## src/shared/bssmc_pkg.sv

```systemverilog
// bssmc_pkg: constants for the buck switching-cycle control block
// assumes a single 200 MHz core clock; all times are turned into cycle counts here
package bssmc_pkg;

    // ------------------------------------------------------------------
    // clock and timing
    // ------------------------------------------------------------------
    localparam int CLK_KHZ = 200000;
    localparam int BASE_KHZ = 410;
    localparam int MAX_KHZ = 512;
    localparam int CNT_W = 12;
    localparam logic [CNT_W-1:0] BASE_PERIOD = CNT_W'(CLK_KHZ / BASE_KHZ);
    localparam logic [CNT_W-1:0] MIN_PERIOD = CNT_W'(CLK_KHZ / MAX_KHZ);
    localparam logic [CNT_W-1:0] TRIM_MAX = BASE_PERIOD - MIN_PERIOD;
    localparam int BURST_DIV = 4;
    localparam logic [CNT_W-1:0] BURST_PERIOD = CNT_W'(BURST_DIV * (CLK_KHZ / BASE_KHZ));
    localparam logic [1:0] BURST_PULSES = 2'h3;
    localparam logic [2:0] REASSERT_LOW = 3'h3;
    localparam logic [2:0] REASSERT_HIGH = 3'h4;
    localparam int CLK_PS = 5000;
    localparam int MIN_OFF_NS = 200;
    localparam logic [CNT_W-1:0] MIN_OFF_CYC = CNT_W'((MIN_OFF_NS * 1000 + CLK_PS - 1) / CLK_PS);
    localparam int SYNC_OUTPUT_DLY_NS = 10;
    localparam int SYNC_OUTPUT_DLY_CYC = (SYNC_OUTPUT_DLY_NS * 1000) / CLK_PS;
    localparam int CL_DLY_NS = 39;
    localparam int CL_DLY_CYC = (CL_DLY_NS * 1000) / CLK_PS;
    // a sync edge gap of one slow oscillator period plus the min off-time means the source stopped
    localparam logic [CNT_W-1:0] SYNC_TIMEOUT = BASE_PERIOD + MIN_OFF_CYC;

    // ------------------------------------------------------------------
    // spread-spectrum bins: period in core cycles for 410..467 kHz
    // ------------------------------------------------------------------
    localparam int BIN_W = 3;
    localparam logic [CNT_W-1:0] BIN_PERIOD [8] = '{
        CNT_W'(CLK_KHZ / 410), CNT_W'(CLK_KHZ / 418), CNT_W'(CLK_KHZ / 426),
        CNT_W'(CLK_KHZ / 435), CNT_W'(CLK_KHZ / 443), CNT_W'(CLK_KHZ / 451),
        CNT_W'(CLK_KHZ / 459), CNT_W'(CLK_KHZ / 467)};
    // bin sequence x' = 5x + 3 mod 8 visits each bin once per 8 cycles
    localparam logic [BIN_W-1:0] BIN_MUL = 3'h5;
    localparam logic [BIN_W-1:0] BIN_ADD = 3'h3;

    // ------------------------------------------------------------------
    // synchronised input vector layout
    // ------------------------------------------------------------------
    localparam int TRIM_W = 7;
    localparam int IX_SYNC = 0;
    localparam int IX_PWM = 1;
    localparam int IX_CL = 2;
    localparam int IX_ZC = 3;
    localparam int IX_COMP = 4;
    localparam int IX_SS = 5;
    localparam int IX_DROOP = 6;
    localparam int IX_VLOW = 7;
    localparam int IX_FOLD = 8;
    localparam int IX_OT = 9;
    localparam int IX_SPREAD = 10;
    localparam int IX_TRIM = 11;
    localparam int IN_W = IX_TRIM + TRIM_W;

    // ------------------------------------------------------------------
    // control modes
    // ------------------------------------------------------------------
    typedef enum logic [2:0] {
        MD_OSC, MD_SYNC, MD_REASSERT, MD_SKIP, MD_BURST, MD_THERMAL
    } bssmc_mode_e;

endpackage : bssmc_pkg

```

## src/verilog/bssmc_sync.sv

```systemverilog
// bssmc_sync: two-flop synchroniser for a vector of asynchronous pins
// assumes each bit is an independent level; multi-bit codes are quasi-static
`timescale 1ns/1ps
`default_nettype none
module bssmc_sync #(
    parameter int WIDTH = 1
) (
    input wire logic CLOCK,
    input wire logic RST,
    input wire logic [WIDTH-1:0] ASYNC_IN,
    output logic [WIDTH-1:0] SYNC_OUT
);
    initial begin
        if (WIDTH < 1) $error("bssmc_sync: WIDTH must be at least 1");
    end

    typedef struct packed {
        logic [WIDTH-1:0] meta_r;
        logic [WIDTH-1:0] stab_r;
    } bssmc_sync_s;

    bssmc_sync_s s_r;
    bssmc_sync_s s_nxt;

    // ------------------------------------------------------------------
    // two stages; only the second stage is read outside
    // ------------------------------------------------------------------
    always_comb begin
        s_nxt = s_r;
        s_nxt.meta_r = ASYNC_IN;
        s_nxt.stab_r = s_r.meta_r;
    end

    always_ff @(posedge CLOCK) begin
        if (RST) begin
            s_r <= '0;
        end else begin
            s_r <= s_nxt;
        end
    end

    assign SYNC_OUT = s_r.stab_r;
endmodule : bssmc_sync
`default_nettype wire

```

## src/verilog/bssmc_top.sv

```systemverilog
// bssmc_top: switching-cycle control for a synchronous buck controller
// assumes analog comparators deliver clean levels; all pins arrive asynchronously
`timescale 1ns/1ps
`default_nettype none
module bssmc_top
    import bssmc_pkg::*;
(
    input wire logic CLOCK,
    input wire logic RST,
    input wire logic SYNC_INPUT,
    input wire logic PWM_TRIP,
    input wire logic CURRENT_LIMIT,
    input wire logic ZERO_CURRENT,
    input wire logic ERROR_AMP_LOW,
    input wire logic SOFTSTART_ABOVE,
    input wire logic OUTPUT_DROOP,
    input wire logic VIN_LOW,
    input wire logic VIN_FOLDBACK,
    input wire logic OVER_TEMP,
    input wire logic SPREAD_EN,
    input wire logic [TRIM_W-1:0] FREQ_SET_CODE,
    output logic HIGH_SIDE_GATE,
    output logic LOW_SIDE_GATE,
    output logic SYNC_OUTPUT,
    output logic OUTPUT_SINK_EN,
    output logic LOW_IQ_MODE,
    output logic HYSTERETIC_EN,
    output logic SOFTSTART_RESET
);
    // refuse constants that the counters cannot serve
    initial begin
        if (BASE_PERIOD <= MIN_OFF_CYC) $error("bssmc_top: period shorter than min off");
        if (SYNC_OUTPUT_DLY_CYC > 3 || CL_DLY_CYC < 3) $error("bssmc_top: pipeline too long");
    end

    // ------------------------------------------------------------------
    // helpers
    // ------------------------------------------------------------------
    // base period from the trim code, clamped so the base rate stays at 512 kHz or below; faster spread bins still scale past it
    // an unclamped large code would shorten the period past 512 kHz
    function automatic logic [CNT_W-1:0] base_from_trim(input logic [TRIM_W-1:0] code);
        logic [CNT_W-1:0] t;
        t = CNT_W'(code);
        if (t > TRIM_MAX) begin
            t = TRIM_MAX;
        end
        return BASE_PERIOD - t;
    endfunction : base_from_trim

    // bin period scaled by the trimmed base period
    // double-width product: 487 x 487 does not fit twelve bits
    function automatic logic [CNT_W-1:0] bin_period(input logic [BIN_W-1:0] bin,
                                                    input logic [CNT_W-1:0] base);
        logic [2*CNT_W-1:0] p;
        p = (2*CNT_W)'(BIN_PERIOD[bin]) * (2*CNT_W)'(base);
        return CNT_W'(p / (2*CNT_W)'(BASE_PERIOD));
    endfunction : bin_period

    // ------------------------------------------------------------------
    // pin synchronisers
    // ------------------------------------------------------------------
    // all comparator pins are asynchronous to the core clock
    // trim code is quasi-static, so skew between its bits is harmless
    logic [IN_W-1:0] pins_async;
    logic [IN_W-1:0] pins;

    assign pins_async = {FREQ_SET_CODE, SPREAD_EN, OVER_TEMP, VIN_FOLDBACK, VIN_LOW,
                         OUTPUT_DROOP, SOFTSTART_ABOVE, ERROR_AMP_LOW, ZERO_CURRENT,
                         CURRENT_LIMIT, PWM_TRIP, SYNC_INPUT};

    bssmc_sync #(.WIDTH(IN_W)) u_sync (
        .CLOCK(CLOCK),
        .RST(RST),
        .ASYNC_IN(pins_async),
        .SYNC_OUT(pins)
    );

    logic sync_lvl;
    logic ot;
    logic comp_low;
    assign sync_lvl = pins[IX_SYNC];
    assign ot = pins[IX_OT];
    assign comp_low = pins[IX_COMP];

    // ------------------------------------------------------------------
    // state
    // ------------------------------------------------------------------
    // one packed record; its next value is built in one process
    typedef struct packed {
        bssmc_mode_e mode;
        logic [CNT_W-1:0] cnt;
        logic [CNT_W-1:0] gap;
        logic [CNT_W-1:0] fix_cnt;
        logic [CNT_W-1:0] period;
        logic [2:0] reps;
        logic [BIN_W-1:0] bin;
        logic sync_d;
        logic ss_done;
        logic gh;
        logic gl;
        logic sync_output;
        logic sink;
        logic low_iq;
        logic hyst;
        logic ss_rst;
    } bssmc_state_s;

    bssmc_state_s s_r;
    bssmc_state_s s_nxt;

    logic sync_rise;
    logic de_mode;
    logic start;

    // mode flow, one step per core cycle:
    //   oscillator -> sync on the first sync rising edge
    //   sync -> takeover once no rising edge comes within the timeout
    //   takeover -> oscillator after three or four base periods
    //   oscillator, sync or burst -> skip while the error amp sits low
    //   skip -> burst of quarter-rate pulses -> oscillator
    //   thermal overrides every mode and leaves to the oscillator
    // gates: a start raises the high gate, a trip swaps to the low gate
    // takeover, skip and thermal keep the high gate off
    // a start never raises the high gate into a live current limit
    // the low gate drops on zero current only in diode emulation
    // the bin advances only at a start, so no period is cut short

    // ------------------------------------------------------------------
    // next state
    // ------------------------------------------------------------------
    always_comb begin
        s_nxt = s_r;
        start = 1'b0;
        sync_rise = sync_lvl & ~s_r.sync_d;
        // open or grounded sync pin with no clock on it
        de_mode = ~sync_lvl && (s_r.mode != MD_SYNC);
        s_nxt.sync_d = sync_lvl;
        if (s_r.cnt != '1) begin
            s_nxt.cnt = s_r.cnt + CNT_W'(1);
        end
        if (s_r.gap != '1) begin
            s_nxt.gap = s_r.gap + CNT_W'(1);
        end
        if (sync_rise) begin
            s_nxt.gap = '0;
        end

        // high gate ends on PWM trip, current limit or min off-time
        // a start in the same cycle wins over a trip
        if (s_r.gh && (pins[IX_PWM] || pins[IX_CL] ||
                s_r.cnt >= s_r.period - MIN_OFF_CYC)) begin
            s_nxt.gh = 1'b0;
            s_nxt.gl = 1'b1;
        end
        // block reverse inductor current in diode emulation
        if (de_mode && pins[IX_ZC] && !s_r.gh) begin
            s_nxt.gl = 1'b0;
        end

        case (s_r.mode)
            MD_OSC: begin
                if (comp_low) begin
                    s_nxt.mode = MD_SKIP;
                end else if (sync_rise) begin
                    s_nxt.mode = MD_SYNC;
                    start = 1'b1;
                end else if (s_r.cnt >= s_r.period - CNT_W'(1)) begin
                    start = 1'b1;
                end
            end
            MD_SYNC: begin
                if (comp_low) begin
                    s_nxt.mode = MD_SKIP;
                end else if (sync_rise) begin
                    start = 1'b1;
                end else if (s_r.gap >= SYNC_TIMEOUT) begin
                    s_nxt.mode = MD_REASSERT;
                    s_nxt.cnt = '0;
                    s_nxt.reps = sync_lvl ? REASSERT_HIGH : REASSERT_LOW;
                end
            end
            // takeover: gates held, base periods counted down
            MD_REASSERT: begin
                s_nxt.gh = 1'b0;
                s_nxt.gl = 1'b1;
                if (sync_rise) begin
                    s_nxt.mode = MD_SYNC;
                    start = 1'b1;
                end else if (s_r.cnt >= BASE_PERIOD - CNT_W'(1)) begin
                    s_nxt.cnt = '0;
                    s_nxt.reps = s_r.reps - 3'h1;
                    if (s_r.reps == 3'h1) begin
                        s_nxt.mode = MD_OSC;
                        start = 1'b1;
                    end
                end
            end
            // skip: gates off, oscillator asleep
            MD_SKIP: begin
                s_nxt.gh = 1'b0;
                s_nxt.gl = 1'b0;
                if (!comp_low) begin
                    s_nxt.mode = MD_BURST;
                    s_nxt.reps = 3'(BURST_PULSES);
                    start = 1'b1;
                end
            end
            // burst: quarter-rate pulses, then oscillator
            MD_BURST: begin
                if (comp_low) begin
                    s_nxt.mode = MD_SKIP;
                end else if (s_r.cnt >= s_r.period - CNT_W'(1)) begin
                    s_nxt.reps = s_r.reps - 3'h1;
                    if (s_r.reps == 3'h1) begin
                        s_nxt.mode = MD_OSC;
                    end
                    start = 1'b1;
                end
            end
            // thermal: gates off until the pin clears
            MD_THERMAL: begin
                s_nxt.gh = 1'b0;
                s_nxt.gl = 1'b0;
                if (!ot) begin
                    s_nxt.mode = MD_OSC;
                    s_nxt.cnt = '0;
                end
            end
            default: begin
                s_nxt.mode = MD_OSC;
            end
        endcase

        // cycle boundary: launch high gate and take the next period
        if (start) begin
            s_nxt.cnt = '0;
            s_nxt.gh = !pins[IX_CL];
            s_nxt.gl = 1'b0;
            if (s_r.mode == MD_SKIP || s_nxt.mode == MD_BURST) begin
                s_nxt.period = BURST_PERIOD;
            end else if (s_nxt.mode == MD_SYNC) begin
                s_nxt.period = base_from_trim(pins[IX_TRIM +: TRIM_W]);
            end else begin
                s_nxt.period = bin_period(pins[IX_SPREAD] ? s_r.bin : '0,
                                          base_from_trim(pins[IX_TRIM +: TRIM_W]));
                // bin steps only at a cycle start
                if (pins[IX_SPREAD]) begin
                    s_nxt.bin = BIN_W'(s_r.bin * BIN_MUL + BIN_ADD);
                end
            end
        end

        // skip stops both gates at once, whatever started this cycle
        if (s_nxt.mode == MD_SKIP) begin
            s_nxt.gh = 1'b0;
            s_nxt.gl = 1'b0;
        end

        // over-temperature overrides the mode and both gates and restarts soft-start
        if (ot) begin
            s_nxt.mode = MD_THERMAL;
            s_nxt.gh = 1'b0;
            s_nxt.gl = 1'b0;
            s_nxt.ss_done = 1'b0;
        end else if (pins[IX_SS]) begin
            s_nxt.ss_done = 1'b1;
        end
        s_nxt.ss_rst = ot;

        // fixed 410 kHz reference for the current-limit case
        // free running, so it never follows the spread bin
        if (s_r.fix_cnt >= BASE_PERIOD - CNT_W'(1)) begin
            s_nxt.fix_cnt = '0;
        end else begin
            s_nxt.fix_cnt = s_r.fix_cnt + CNT_W'(1);
        end

        // sync output source selection
        // follows the coming mode, so silence starts with low_iq
        if (!s_r.ss_done || s_nxt.mode == MD_SKIP || s_nxt.mode == MD_THERMAL) begin
            s_nxt.sync_output = 1'b0;
        end else if (pins[IX_CL] && pins[IX_DROOP]) begin
            s_nxt.sync_output = s_r.fix_cnt < (BASE_PERIOD >> 1);
        end else if (s_r.mode == MD_SYNC) begin
            s_nxt.sync_output = sync_lvl;
        end else begin
            s_nxt.sync_output = s_r.cnt < (s_r.period >> 1);
        end

        // status pins registered; low_iq and hyst from the coming mode, sink from the current mode
        s_nxt.sink = sync_lvl || (s_r.mode == MD_SYNC) ||
                     pins[IX_VLOW] || pins[IX_FOLD];
        s_nxt.low_iq = (s_nxt.mode == MD_SKIP);
        s_nxt.hyst = (s_nxt.mode == MD_SKIP) && de_mode;
    end

    // ------------------------------------------------------------------
    // state register
    // ------------------------------------------------------------------
    // reset lands in oscillator mode at the base period
    always_ff @(posedge CLOCK) begin
        if (RST) begin
            s_r <= '{mode: MD_OSC, period: BASE_PERIOD, default: '0};
        end else begin
            s_r <= s_nxt;
        end
    end

    // ------------------------------------------------------------------
    // outputs, all straight from flops
    // ------------------------------------------------------------------
    assign HIGH_SIDE_GATE = s_r.gh;
    assign LOW_SIDE_GATE = s_r.gl;
    assign SYNC_OUTPUT = s_r.sync_output;
    assign OUTPUT_SINK_EN = s_r.sink;
    assign LOW_IQ_MODE = s_r.low_iq;
    assign HYSTERETIC_EN = s_r.hyst;
    assign SOFTSTART_RESET = s_r.ss_rst;
endmodule : bssmc_top
`default_nettype wire

```

## config.mk

```make
export PLATFORM = sky130hd
export DESIGN_NAME = bssmc_top
export DESIGN_NICKNAME = d
export VERILOG_FILES = /design/src/shared/bssmc_pkg.sv /design/src/verilog/bssmc_sync.sv /design/src/verilog/bssmc_top.sv
export SDC_FILE = /design/constraint.sdc
export NUM_CORES = 1
export LEC_CHECK = 0
export ABC_AREA = 1
export BUFFER_PORTS_ARGS = -buffer_cell sky130_fd_sc_hd__buf_2
export CORE_ASPECT_RATIO = 1.5
export CORE_UTILIZATION = 30
export DETAILED_ROUTE_END_ITERATION = 10
export SLEW_MARGIN = 10
export SYNTH_ARGS = -nofsm -noshare
export SYNTH_HDL_FRONTEND = slang
export SYNTH_HIERARCHICAL = 1
export SYNTH_SLANG_ARGS = --single-unit
export TNS_END_PERCENT = 20
```

## constraint.sdc

```tcl
create_clock -name CLOCK -period 11.1 [get_ports CLOCK]
set_input_delay 0 -clock CLOCK [delete_from_list [all_inputs] [get_ports CLOCK]]
set_output_delay 0 -clock CLOCK [all_outputs]
set_load 0.03 [all_outputs]
```

Word-level counts from Yosys, hierarchy flattened
Memories as Yosys holds them, arrays and structs flattened. Cells that the tools add are included.

ROM bits: 96. Memories: 1. Input bits: 20. Register bits: 102. Word-level logic and storage cells: 156. Output and inout bits: 7.

Order comparisons: 9. Multiply operators: 2. Bitwise gates (word level): 6. Equality and inequality tests: 22. Add/subtract/negate cells: 9. Multiplexer cells: 57. Reductions and logical operators: 31. Div/mod/pow operators: 1.

Memories: (no name shown) (words 8, bits a word 12, read ports 1, clocked after memory_dff 0, wr ports 0, line bssmc_top.sv:55) `p = (2*CNT_W)'(BIN_PERIOD[bin]) * (2*CNT_W)'(base);`.

Operator list (count): 12-bit 2-to-1 mux (13); 15-bit 2-to-1 mux (4); 3-bit 2-to-1 mux (19); 12-bit by 1-bit adder with 12-bit output (second input constant) (3); 12-bit case mux with 3 select lines (1); 24-bit by 9-bit divider with 24-bit output (second input constant) (1); 12-bit >= comparator (2); 12-bit by 9-bit >= comparator with 1-bit output (second input constant) (2); 12-bit by 12-bit multiplier with 24-bit output (1); 12-bit inequality test (second input constant) (2); 9-bit by 12-bit subtractor with 12-bit output (first input constant) (2); 3-bit case mux with 6 select lines (1); 2-bit inequality test (second input constant) (8); 1-bit 2-to-1 mux (13); 3-bit by 2-bit == test with 1-bit output (second input constant) (4); 3-bit == test (second input constant) (4); 12-bit by 10-bit >= comparator with 1-bit output (second input constant) (1); 12-bit by 11-bit < comparator with 1-bit output (1); 12-bit by 8-bit < comparator with 1-bit output (second input constant) (1); 3-bit case mux with 4 select lines (1); 4-bit nonzero test (3); 2-bit OR reduction (6); 12-bit by 1-bit subtractor with 12-bit output (second input constant) (1); 12-bit by 6-bit subtractor with 12-bit output (second input constant) (1); other kinds (22) (42).

Depth between registers and ports, before layout
Gate-level depths: netlist of the first run.

Depth after elaboration: 15. Depth in mapped cells: 103. Depth with buffers taken out: 103.

Hierarchy
Netlist of the first run, hierarchy kept.

By module, submodules not included: bssmc_top (times used 1, area each 10481.3 um^2, cells an instance 1642, sequential area each 1321.3 um^2); bssmc_sync (times used 1, area each 1041.0 um^2, cells an instance 112, sequential area each 720.7 um^2).

Worst setup path before layout of the first run
No wires, ideal clock.

Path kind: register -> register. Start: reg u_sync.s_r (netlist bit u_sync/SYNC_OUT[16]). End: reg s_r[15] (netlist name). Path buffers: 1. Period minus slack after synthesis: 10811 ps. Stages on the path, launching flop included: 96. Slack: 289 ps. Data arrival time: 10699 ps. Library setup time: 112 ps. Required time: 10988 ps. Cell sequence: dfxtp_1 > nand2_1 > a21oi_1 > inv_1 > nand2_1 > ha_1 > xnor2_1 > inv_1 > nand2_1 > fa_1 > inv_1 > fa_1 > fa_1 > fa_1 > inv_1 > fa_1 > inv_1 > ha_1 > (+60 left out) > nor2_2 > nand2_4 > nand2_4 > nand2_1 > nand2_1 > inv_1 > ha_1 > nand3_1 > nand2_2 > nand3_2 > nand3_2 > buf_6 > nand3_1 > nand3_1 > nor2_1 > nand2_1 > nand2_1 > nand2_1.

Cells in the longest elaborated chain, start to end: 10. Elaborated cells on any way between the ends: 14. Those cells by class: 2 x add/sub; 1 x mul; 1 x div; 1 x order compare; 9 x mux.

Ends and longest elaborated chain: from (decl) (line bssmc_sync.sv:22) `bssmc_sync_s s_r;`; from (signal assigned) (line bssmc_sync.sv:38) `s_r <= s_nxt;`; 7-bit > comparator (line bssmc_top.sv:44) `if (t > TRIM_MAX) begin`; 7-bit 2-to-1 mux * (line bssmc_top.sv:44); 12-bit 2-to-1 mux (line bssmc_top.sv:241) `end else if (s_nxt.mode == MD_SYNC) begin`; 12-bit 2-to-1 mux (line bssmc_top.sv:239) `if (s_r.mode == MD_SKIP || s_nxt.mode == MD_BURST) begin`; 12-bit 2-to-1 mux (line bssmc_top.sv:235) `if (start) begin`; 9-bit by 12-bit subtractor with 12-bit output (line bssmc_top.sv:47) `return BASE_PERIOD - t;`; 12-bit by 12-bit multiplier with 24-bit output (line bssmc_top.sv:55); 24-bit by 9-bit divider with 24-bit output (line bssmc_top.sv:56) `return CNT_W'(p / (2*CNT_W)'(BASE_PERIOD));`; 12-bit 2-to-1 mux * (line bssmc_top.sv:241); 12-bit 2-to-1 mux * (line bssmc_top.sv:239); to (signal assigned) (line bssmc_top.sv:305) `s_r <= s_nxt;`; to (decl) (line bssmc_top.sv:108) `bssmc_state_s s_r;`.

Mark *: on every way between the ends. The rest lies on a longest branch, timed or not. The select of a mux whose other input is x is not followed. A chain may end at the register's enable or synchronous reset.

Worst setup path in the final report of the first run
Start: reg u_sync.s_r (netlist bit u_sync/SYNC_OUT[13]). End: reg s_r[15] (netlist name).

Same word-level chain as after synthesis.

==> metrics.cfg, run 1 <==
[status]
status = complete, no violations

[global_route]
grt-ovfl-total = 0
grt_pass1_wl_um = 47800
grt_pass1_vias = 10900
grt_max_degree = 53
antenna_found_initial = 0
track_usage_pct = 14.6

[clock_tree]
numCtsBuffers = 9
clock_latency_ps = 360
cts_sinks = 102
clockBufferDepth = 2
clk_pin_slew_ps = 70
cts_tree = done
htree_levels = 3
clockRootBuffer = clkbuf_16

[timing]
hold_viol_final = 0
setup_tns_ps = 0
fin_skew_ps = 10.8
slew_headroom_pct = 61.7
setup_viol = 0
tightest_slew_ps = 573
finalCriticalPeriod_ps = 10890
min_period_over_period_pct = 98.1
rsz0062_at_grt = yes
slew_violations = 0
max_freq_mhz = 91.8

[worst_hold_path]
holdPathEnd = u_sync/s_nxt[3]$_SDFF_PP0_
hp-start = RST
worstHoldPathCells = 3
holdCritPathClass = primary input to register

[worst_setup_path]
worst_setup_path_end_kind = register
r2r_end = s_r[15]$_SDFFE_PP1P_
crit_slowest_cell = fa_1
worstSetupStartpointType = register
worstPathRequired_ps = 11360
r2r_setup_slack_ps = 210
crit_type = register to register
r2r_cells = 93
cp.arrival_ps = 11150
critPathMostFrequentCell = nand2_4
reg2reg_from = u_sync/SYNC_OUT[13]$_SDFF_PP0_
critPathLaunch = u_sync/SYNC_OUT[13]$_SDFF_PP0_
cpPeakStageDelay_ps = 500
cp_max_fo = 8

[logic_synthesis]
syn_area_per_cell_um2 = 6.57
syn_area_um2 = 11500
syn_inst = 1754
synthFlopType = dfxtp_1
synth_xor_area_share_pct = 4.55
seq_area_frac_synth_pct = 17.7
yosys_register_bits = 102
synth_edf_count = 0
yosys.area_share.adder_pct = 19.2
async_flop_share_pct = 0
synth_warnings = 6
synth_top_family_by_area = simple AND/OR/NAND/NOR gates
synth_compound_area_share_pct = 8.83
ys_types = 55
synth_mux_area_share_pct = 0
synth-simple-area-share_pct = 36.9

[drt]
drt-pass1-iter-count = 5
vias_per_cell = 4.65
detail-route-antenna-nets = 0
drc = 0
drt-initial-drc-count = 445
vias = 11300
wl_per_cell_um = 12.0
wl_um = 29200

[place]
numPortBuffers = 26
place_congestion = 0.889
dp_hpwl_um = 23100

[die]
die_area_um2 = 39200
die_x_um = 162
core_um2 = 37800
start_util_pct = 30.5
die_h_um = 242
rows = 87
io_pins = 27

[finish]
areaGrowthSynthToFinish_pct = 29.1
antenna_cells = 0
nets = 2109
drive_gt1_share_pct = 25.6

[flow_run]
cap_violations = 0

==> metrics by stage <==
stage               area, um^2  hold slack (ps)  worst slack (ps)  instances  util (%)
finish                   14900              196               209       2435      39.4
floorplan                11500              107               289       1756         -
CTS                      13700              186              9.00       2390      36.2
global placement         12900              201              -127       2353      34.2
detailed placement       12900              207              -276       2353      34.2
global route             14900              225              -496       2435      39.4
==> cell usage in the layout, fill, tap and decap left out, types with 16 or more instances in the layout <==
| master | n |
|---|---|
| nand2_1 | 358 |
| inv_1 | 333 |
| nor2_1 | 148 |
| buf_4 | 131 |
| nand3_1 | 98 |
| dfxtp_1 | 97 |
| nand2_2 | 89 |
| ha_1 | 86 |
| a21oi_1 | 58 |
| xor2_1 | 47 |
| nand2_4 | 47 |
| fa_1 | 45 |
| inv_2 | 30 |
| o21ai_0 | 29 |
| buf_2 | 26 |
| nor2_2 | 22 |
| nor2_4 | 22 |
| nor3_1 | 18 |
| nand4_1 | 18 |
| dlygate4sd3_1 | 18 |
| nand3_2 | 17 |
| o21ai_1 | 16 |
==> repair_timing <==
action / in CTS / in global routing
endpoints found under the hold margin: 18 / 0
resized for setup: 51 / 206
pin swaps: 20 / 107
setup buffers: 3 / 40
hold buffers: 18 / 0
setup endpoints to repair: 2 / 2
gates cloned: 0 / 5
==> cell families after synthesis <==
family	count (synthesis)
flops	102
buf+inv	382
fa+ha+maj	148
xor+xnor	59
other cells	1
simple gates	891
compound gates	171
==> worst max-delay path by stage <==
| stage | end |
|---|---|
| detailed placement | s_r[15]$_SDFFE_PP1P_ |
| global placement | s_r[15]$_SDFFE_PP1P_ |
| CTS | s_r[15]$_SDFFE_PP1P_ |
| global route | s_r[15]$_SDFFE_PP1P_ |
| finish | s_r[15]$_SDFFE_PP1P_ |
| floorplan | s_r[15]$_SDFFE_PP1P_ |
==> synth_stat cells, types with 19 or more instances <==
cell / number / area (um^2)
xor2_1: 49 / 429
nor2_1: 168 / 631
nand2_1: 437 / 1640
nor3_1: 19 / 95.1
ha_1: 100 / 1250
inv_1: 344 / 1290
o21ai_0: 31 / 155
dfxtp_1: 102 / 2040
nand3_1: 118 / 591
inv_2: 22 / 82.6
nand2_2: 41 / 257
fa_1: 48 / 961
a21oi_1: 65 / 325
o21ai_1: 21 / 105
nand2_4: 20 / 225
==> critical path, delay by kind of cell (launching register included) <==
kind | cells | cell delay, ps
DFF | 1 | 320
AOI/OAI and AO/OA | 2 | 160
xor gates and xnor gates | 1 | 130
buffers and inverters | 14 | 1170
and+or+nand+nor | 69 | 6180
adders and majority gates | 7 | 2770
==> area by class of cell <==
type | count | area [um^2]
Sequential cell | 102 | 2050
Inverter | 368 | 1390
Fill cell | 3803 | 22900
Clock buffer | 11 | 233
Clock inverter | 5 | 81.3
Tap cell | 489 | 612
Timing Repair Buffer | 183 | 1410
Multi-Input combinational cell | 1277 | 9100
==> sequential cells by signal, summed over array words and instances (netlist names) <==
signal / flops
HYSTERETIC_EN: 1
s_r: 59
u_sync/s_nxt: 18
LOW_IQ_MODE: 1
SOFTSTART_RESET: 1
HIGH_SIDE_GATE: 1
LOW_SIDE_GATE: 1
OUTPUT_SINK_EN: 1
SYNC_OUTPUT: 1
u_sync/SYNC_OUT: 18
==> per-layer routing <==
metal / up-vias / GRT usage [%] / wire, um
met5: - / 0 / 0
met4: 0 / 5.55 / 753
met3: 61 / 1.64 / 590
met2: 180 / 28.8 / 16200
met1: 5253 / 15.2 / 11600
li1: 5839 / - / -
Power of run 1 is not shown: default switching activity piles up to over one toggle a cycle in this logic, so the estimate is an artifact.
==> run 2, diff against run 1 <==
--- a/config.mk
+++ b/config.mk
@@ -9,7 +9,9 @@
 export BUFFER_PORTS_ARGS = -buffer_cell sky130_fd_sc_hd__buf_2
 export CORE_ASPECT_RATIO = 1.5
 export CORE_UTILIZATION = 30
+export CTS_CLUSTER_DIAMETER = 50
 export DETAILED_ROUTE_END_ITERATION = 10
+export RECOVER_POWER = 50
 export SLEW_MARGIN = 10
 export SYNTH_ARGS = -nofsm -noshare
 export SYNTH_HDL_FRONTEND = slang
==> run 2 against run 1 <==
Against the previous run: global-route usage is the same; count of clock-buffer cells in the layout unchanged; critical path type unchanged; register-to-register slack barely moved; hold slack gained 0.85 ps; utilization about the same; wire length about the same; first-iteration DRC count increased by 0.22%; cell count unchanged; via count about the same; design area hardly changed.
==> metrics.cfg, run 2 (synthesis gave the netlist of run 1 again) <==
[clock_tree]
cts_sinks = 102  ; unchanged
clock_latency_ps = 360  ; about the same
clk_pin_slew_ps = 70  ; about the same
numCtsBuffers = 9  ; unchanged
clockBufferDepth = 2  ; unchanged
htree_levels = 3  ; unchanged
cts_tree = done
clockRootBuffer = clkbuf_16

[timing]
finalCriticalPeriod_ps = 10890  ; +2.18 ps
max_freq_mhz = 91.8  ; about the same
hold_viol_final = 0  ; unchanged
fin_skew_ps = 10.8  ; -0.0342 ps
rsz0062_at_grt = yes
tightest_slew_ps = 573  ; unchanged
slew_headroom_pct = 61.7  ; unchanged
setup_viol = 0  ; unchanged
slew_violations = 0  ; unchanged
hold_slack_ps = 197  ; +0.851 ps
layout_setup_ws_ps = 206  ; -2.18 ps
setup_tns_ps = 0  ; unchanged
min_period_over_period_pct = 98.1  ; about the same

[finish]
nets = 2109  ; unchanged
largest_reg_flops = 59  ; unchanged
final_common_cell = nand2_1
layout_common_cells = 358 x nand2_1, 333 x inv_1, 148 x nor2_1
antenna_cells = 0  ; unchanged
drive_gt1_share_pct = 25.2  ; -0.41 points
areaGrowthSynthToFinish_pct = 29.0  ; about the same
regMostFlops = s_r

[global_route]
antenna_found_initial = 0  ; unchanged
grt-ovfl-total = 0  ; unchanged
grt_pass1_vias = 10900  ; unchanged
grt_pass1_wl_um = 47800  ; unchanged
track_usage_pct = 14.6  ; unchanged
grt_max_degree = 53  ; unchanged

[worst_setup_path]
critPathMostFrequentCell = nand2_4
cp.buffers_inverters = 14  ; unchanged
cp_top_family = simple AND/OR/NAND/NOR gates
cp_max_fo = 8  ; unchanged
cpPeakStageDelay_ps = 500  ; about the same
worstSetupStartpointType = register
crit_type = register to register
worstPathRequired_ps = 11360  ; about the same
cp.arrival_ps = 11150  ; about the same
crit_slowest_cell = fa_1
worst_setup_path_end_kind = register

[place]
numPortBuffers = 26  ; unchanged
dp_hpwl_um = 23100  ; unchanged
pre_cts_slack_ps = -276  ; unchanged
place_congestion = 0.889  ; unchanged

[drt]
drt-pass1-iter-count = 4  ; -1
vias_per_cell = 4.65  ; about the same
detail-route-antenna-nets = 0  ; unchanged
drt-initial-drc-count = 446  ; +0.22%
vias = 11300  ; -0.071%
wl_um = 29200  ; about the same
drc = 0  ; unchanged
wl_per_cell_um = 12.0  ; about the same

[die]
die_x_um = 162  ; unchanged
die_area_um2 = 39200  ; unchanged
io_pins = 27  ; unchanged
start_util_pct = 30.5  ; unchanged
die_h_um = 242  ; unchanged
core_um2 = 37800  ; unchanged
rows = 87  ; unchanged

[flow_run]
cap_violations = 0  ; unchanged

[status]
status = complete, no violations

[worst_hold_path]
holdCritPathClass = primary input to register

## run 2: changes by cell type in the layout (fill, tap and decap cells not counted)
cell	previous run	this run
buf_2	26	18
clkbuf_1	2	10
## run 2: cell type report
class | count | area, um^2
Fill cell | 3810 | 22900
Multi-Input combinational cell | 1277 | 9100
Clock buffer | 11 | 233
Timing Repair Buffer | 183 | 1400
Sequential cell | 102 | 2050
Tap cell | 489 | 612
Clock inverter | 5 | 81.3
Inverter | 368 | 1390
## run 2: stage by stage
| step | util, % | cell area [um^2] | cells |
|---|---|---|---|
| global route | 39.4 | 14900 | 2435 |
| global placement | 34.2 | 12900 | 2353 |
| finish | 39.4 | 14900 | 2435 |
| detailed placement | 34.2 | 12900 | 2353 |
| floorplan | - | 11500 | 1756 |
| CTS | 36.2 | 13700 | 2390 |
## run 2: what timing repair did
item,in CTS,in global routing
hold buffers,18,0
pin swaps,20,107
hold endpoints to repair,18,0
cloned,0,5
endpoints found under the setup margin,2,2
buffers inserted,3,40
resized for setup,51,206
## run 2: path summary, 6_finish.rpt
check	depth (start not counted)	slack (ps)	endpoint	start
max	93	210	s_r[15]$_SDFFE_PP1P_	u_sync/SYNC_OUT[13]$_SDFF_PP0_
min	3	200	u_sync/SYNC_OUT[5]$_SDFF_PP0_	RST
max reg2reg	93	210	s_r[15]$_SDFFE_PP1P_	u_sync/SYNC_OUT[13]$_SDFF_PP0_
min reg2reg	2	400	u_sync/SYNC_OUT[15]$_SDFF_PP0_	u_sync/s_nxt[15]$_SDFF_PP0_
## run 2: worst register-to-register path, delay by kind of cell (launching register included)
kind                       cells  cell delay, ps
and+or+nand+nor               69            6230
DFF                            1             320
adders and majority gates      7            2770
xor gates and xnor gates       1             130
buffers and inverters         14            1170
AOI/OAI and AO/OA              2             160
## run 2: metal layers
layer	vias to the layer above	part of all wire [%]	global-route usage (%)
met5	-	0	0
met4	0	2.6	5.55
met3	61	2.0	1.64
met2	174	56	28.8
met1	5250	40	15.2
li1	5840	-	-
Power of run 2 is left out for the same reason.
==> run 3, diff against run 2 <==
--- a/config.mk
+++ b/config.mk
@@ -8,9 +8,10 @@
 export ABC_AREA = 1
 export BUFFER_PORTS_ARGS = -buffer_cell sky130_fd_sc_hd__buf_2
 export CORE_ASPECT_RATIO = 1.5
-export CORE_UTILIZATION = 30
+export CORE_UTILIZATION = 59
 export CTS_CLUSTER_DIAMETER = 50
 export DETAILED_ROUTE_END_ITERATION = 10
+export PLACE_DENSITY = 0.79
 export RECOVER_POWER = 50
 export SLEW_MARGIN = 10
 export SYNTH_ARGS = -nofsm -noshare
==> run 3 against run 2 <==
Against the previous run: the flow now finishes with violations (negative setup slack); global-route usage increased by 15 points; setup slack got worse by 450 ps; register-to-register slack got worse by 450 ps; clock skew about the same; critical endpoint unchanged.
==> metrics.cfg, run 3 (synthesis gave the netlist of run 1 again) <==
[timing]
slew_headroom_pct = 29.8  ; -32 points
finalCriticalPeriod_ps = 11340  ; +449 ps
fin_skew_ps = 10.4  ; -0.342 ps
layout_setup_ws_ps = -243  ; -449 ps
hold_viol_final = 0  ; unchanged
tightest_slew_ps = 1040  ; +470 ps
setup_viol = 1  ; +1
max_freq_mhz = 88.2  ; -4.0%
rsz0062_at_grt = yes
slew_violations = 0  ; unchanged
min_period_over_period_pct = 102  ; +4.0 points

[worst_setup_path]
worstSetupStartpointType = register
worst_setup_path_end_kind = register
crit_type = register to register
crit_slowest_cell = fa_1
r2r_setup_slack_ps = -240  ; -450 ps
cp_max_fo = 8  ; unchanged
cpPeakStageDelay_ps = 540  ; +40 ps
cp.arrival_ps = 11640  ; +490 ps
worstPathRequired_ps = 11400  ; +40 ps
critPathMostFrequentCell = nand2_4

[finish]
regMostFlops = s_r
layout_common_cells = 347 x nand2_1, 324 x inv_1, 145 x nor2_1
antenna_cells = 0  ; unchanged
final_area_um2 = 14700  ; -0.95%
final_common_cell = nand2_1
final_cells = 2189  ; -10%
largest_reg_flops = 59  ; unchanged
drive_gt1_share_pct = 26.8  ; +1.7 points
areaGrowthSynthToFinish_pct = 27.8
nets = 2096  ; -0.62%

[place]
dp_hpwl_um = 22500  ; -2.7%
place_area_um2 = 12400  ; -4.1%
numPortBuffers = 26  ; unchanged
place_inst = 2088  ; -11%
place_congestion = 0.963  ; +8.3%

[die]
io_pins = 27  ; unchanged
rows = 62  ; -29%
die_x_um = 116  ; -28%
die_h_um = 173  ; -28%
start_util_pct = 60.1  ; +30 points
die_area_um2 = 20100  ; -49%
core_um2 = 19200  ; -49%

[status]
violations = negative setup slack
status = finished, violations left

[drt]
wl_per_cell_um = 14.8  ; +23%
wl_um = 32300  ; +11%
drc = 0  ; unchanged
vias_per_cell = 5.46  ; +17%
drt-pass1-iter-count = 7  ; +3
detail-route-antenna-nets = 0  ; unchanged
vias = 11900  ; +5.5%
drt-initial-drc-count = 610  ; +37%

[clock_tree]
clockBufferDepth = 2  ; unchanged
clock_latency_ps = 350  ; about the same
clockRootBuffer = clkbuf_16
cts_tree = done
numCtsBuffers = 9  ; unchanged
htree_levels = 3  ; unchanged
cts_sinks = 102  ; unchanged
clk_pin_slew_ps = 70  ; about the same

[global_route]
antenna_found_initial = 0  ; unchanged
grt-ovfl-total = 0  ; unchanged
grt_pass1_vias = 11600  ; +6.0%
grt_pass1_wl_um = 48900  ; +2.3%
grt_max_degree = 53  ; unchanged
track_usage_pct = 30.0  ; +15 points

[worst_hold_path]
holdCritPathClass = primary input to register

[flow_run]
cap_violations = 0  ; unchanged

==> run 3: changes by cell type in the layout (fill, tap and decap cells not counted), sizes merged <==
cell | before | now
bufinv | 2 | 0
inv | 368 | 367
clkinv | 2 | 5
buf | 157 | 145
nand2 | 507 | 506
clkbuf | 19 | 18
clkinvlp | 1 | 2
==> run 3: path summary, 6_finish.rpt <==
kind                                       start                              to  cells after the start
setup reg to reg  u_sync/SYNC_OUT[12]$_SDFF_PP0_            s_r[15]$_SDFFE_PP1P_                     92
hold reg to reg      u_sync/s_nxt[12]$_SDFF_PP0_  u_sync/SYNC_OUT[12]$_SDFF_PP0_                      2
hold / removal                               RST               s_r[8]$_SDFF_PP0_                      3
setup / recovery  u_sync/SYNC_OUT[12]$_SDFF_PP0_            s_r[15]$_SDFFE_PP1P_                     92
==> run 3: critical path: cells and delay by family, from the launching register on <==
family / cells / cell delay, ps
AO/OA/AOI/OAI: 5 / 680
buffers and inverters: 16 / 1420
AND/OR/NAND/NOR: 65 / 6490
adder cells (fa/ha/maj): 6 / 2300
flip-flops: 1 / 360
==> run 3: timing repair <==
item                                   in CTS  in global routing
resized for setup                          68                267
cloned                                      3                  1
setup endpoints to repair                   2                  3
buffers inserted                           16                 47
endpoints found under the hold margin      18                  0
pin swaps                                  40                152
hold buffers                               18                  0
==> run 3: metrics by stage <==
| stage | hold slack (ps) | worst slack [ps] | setup TNS, ps | utilization, % |
|---|---|---|---|---|
| 2_1_floorplan | 107 | 289 | 0 | - |
| 3_3_place_gp | 198 | -102 | -140 | 64.6 |
| 3_5_place_dp | 205 | -458 | -854 | 64.6 |
| 4_1_cts | 204 | 2.43 | 0 | 69.4 |
| 5_1_grt | 237 | -839 | -1390 | 76.9 |
| 6_report | 207 | -243 | -243 | 76.9 |
==> run 3: per-layer routing <==
metal  up-vias  wire, um  global-route usage [%]
li1       5817         -                       -
met1      5568     11300                    28.6
met2       389     17600                    58.9
met3       174      1230                    2.98
met4         0      2260                    18.8
met5         -         0                       0
==> run 3: area by class of cell <==
class                      count  area (um^2)
clock buffer                  10          239
clock inverter                 6         53.8
fill                        1323         4440
inverter                     368         1410
multi-input combinational   1276         9360
sequential                   102         2050
tap                          256          320
timing repair buffer         171         1280
Power of run 3 is left out for the same reason.
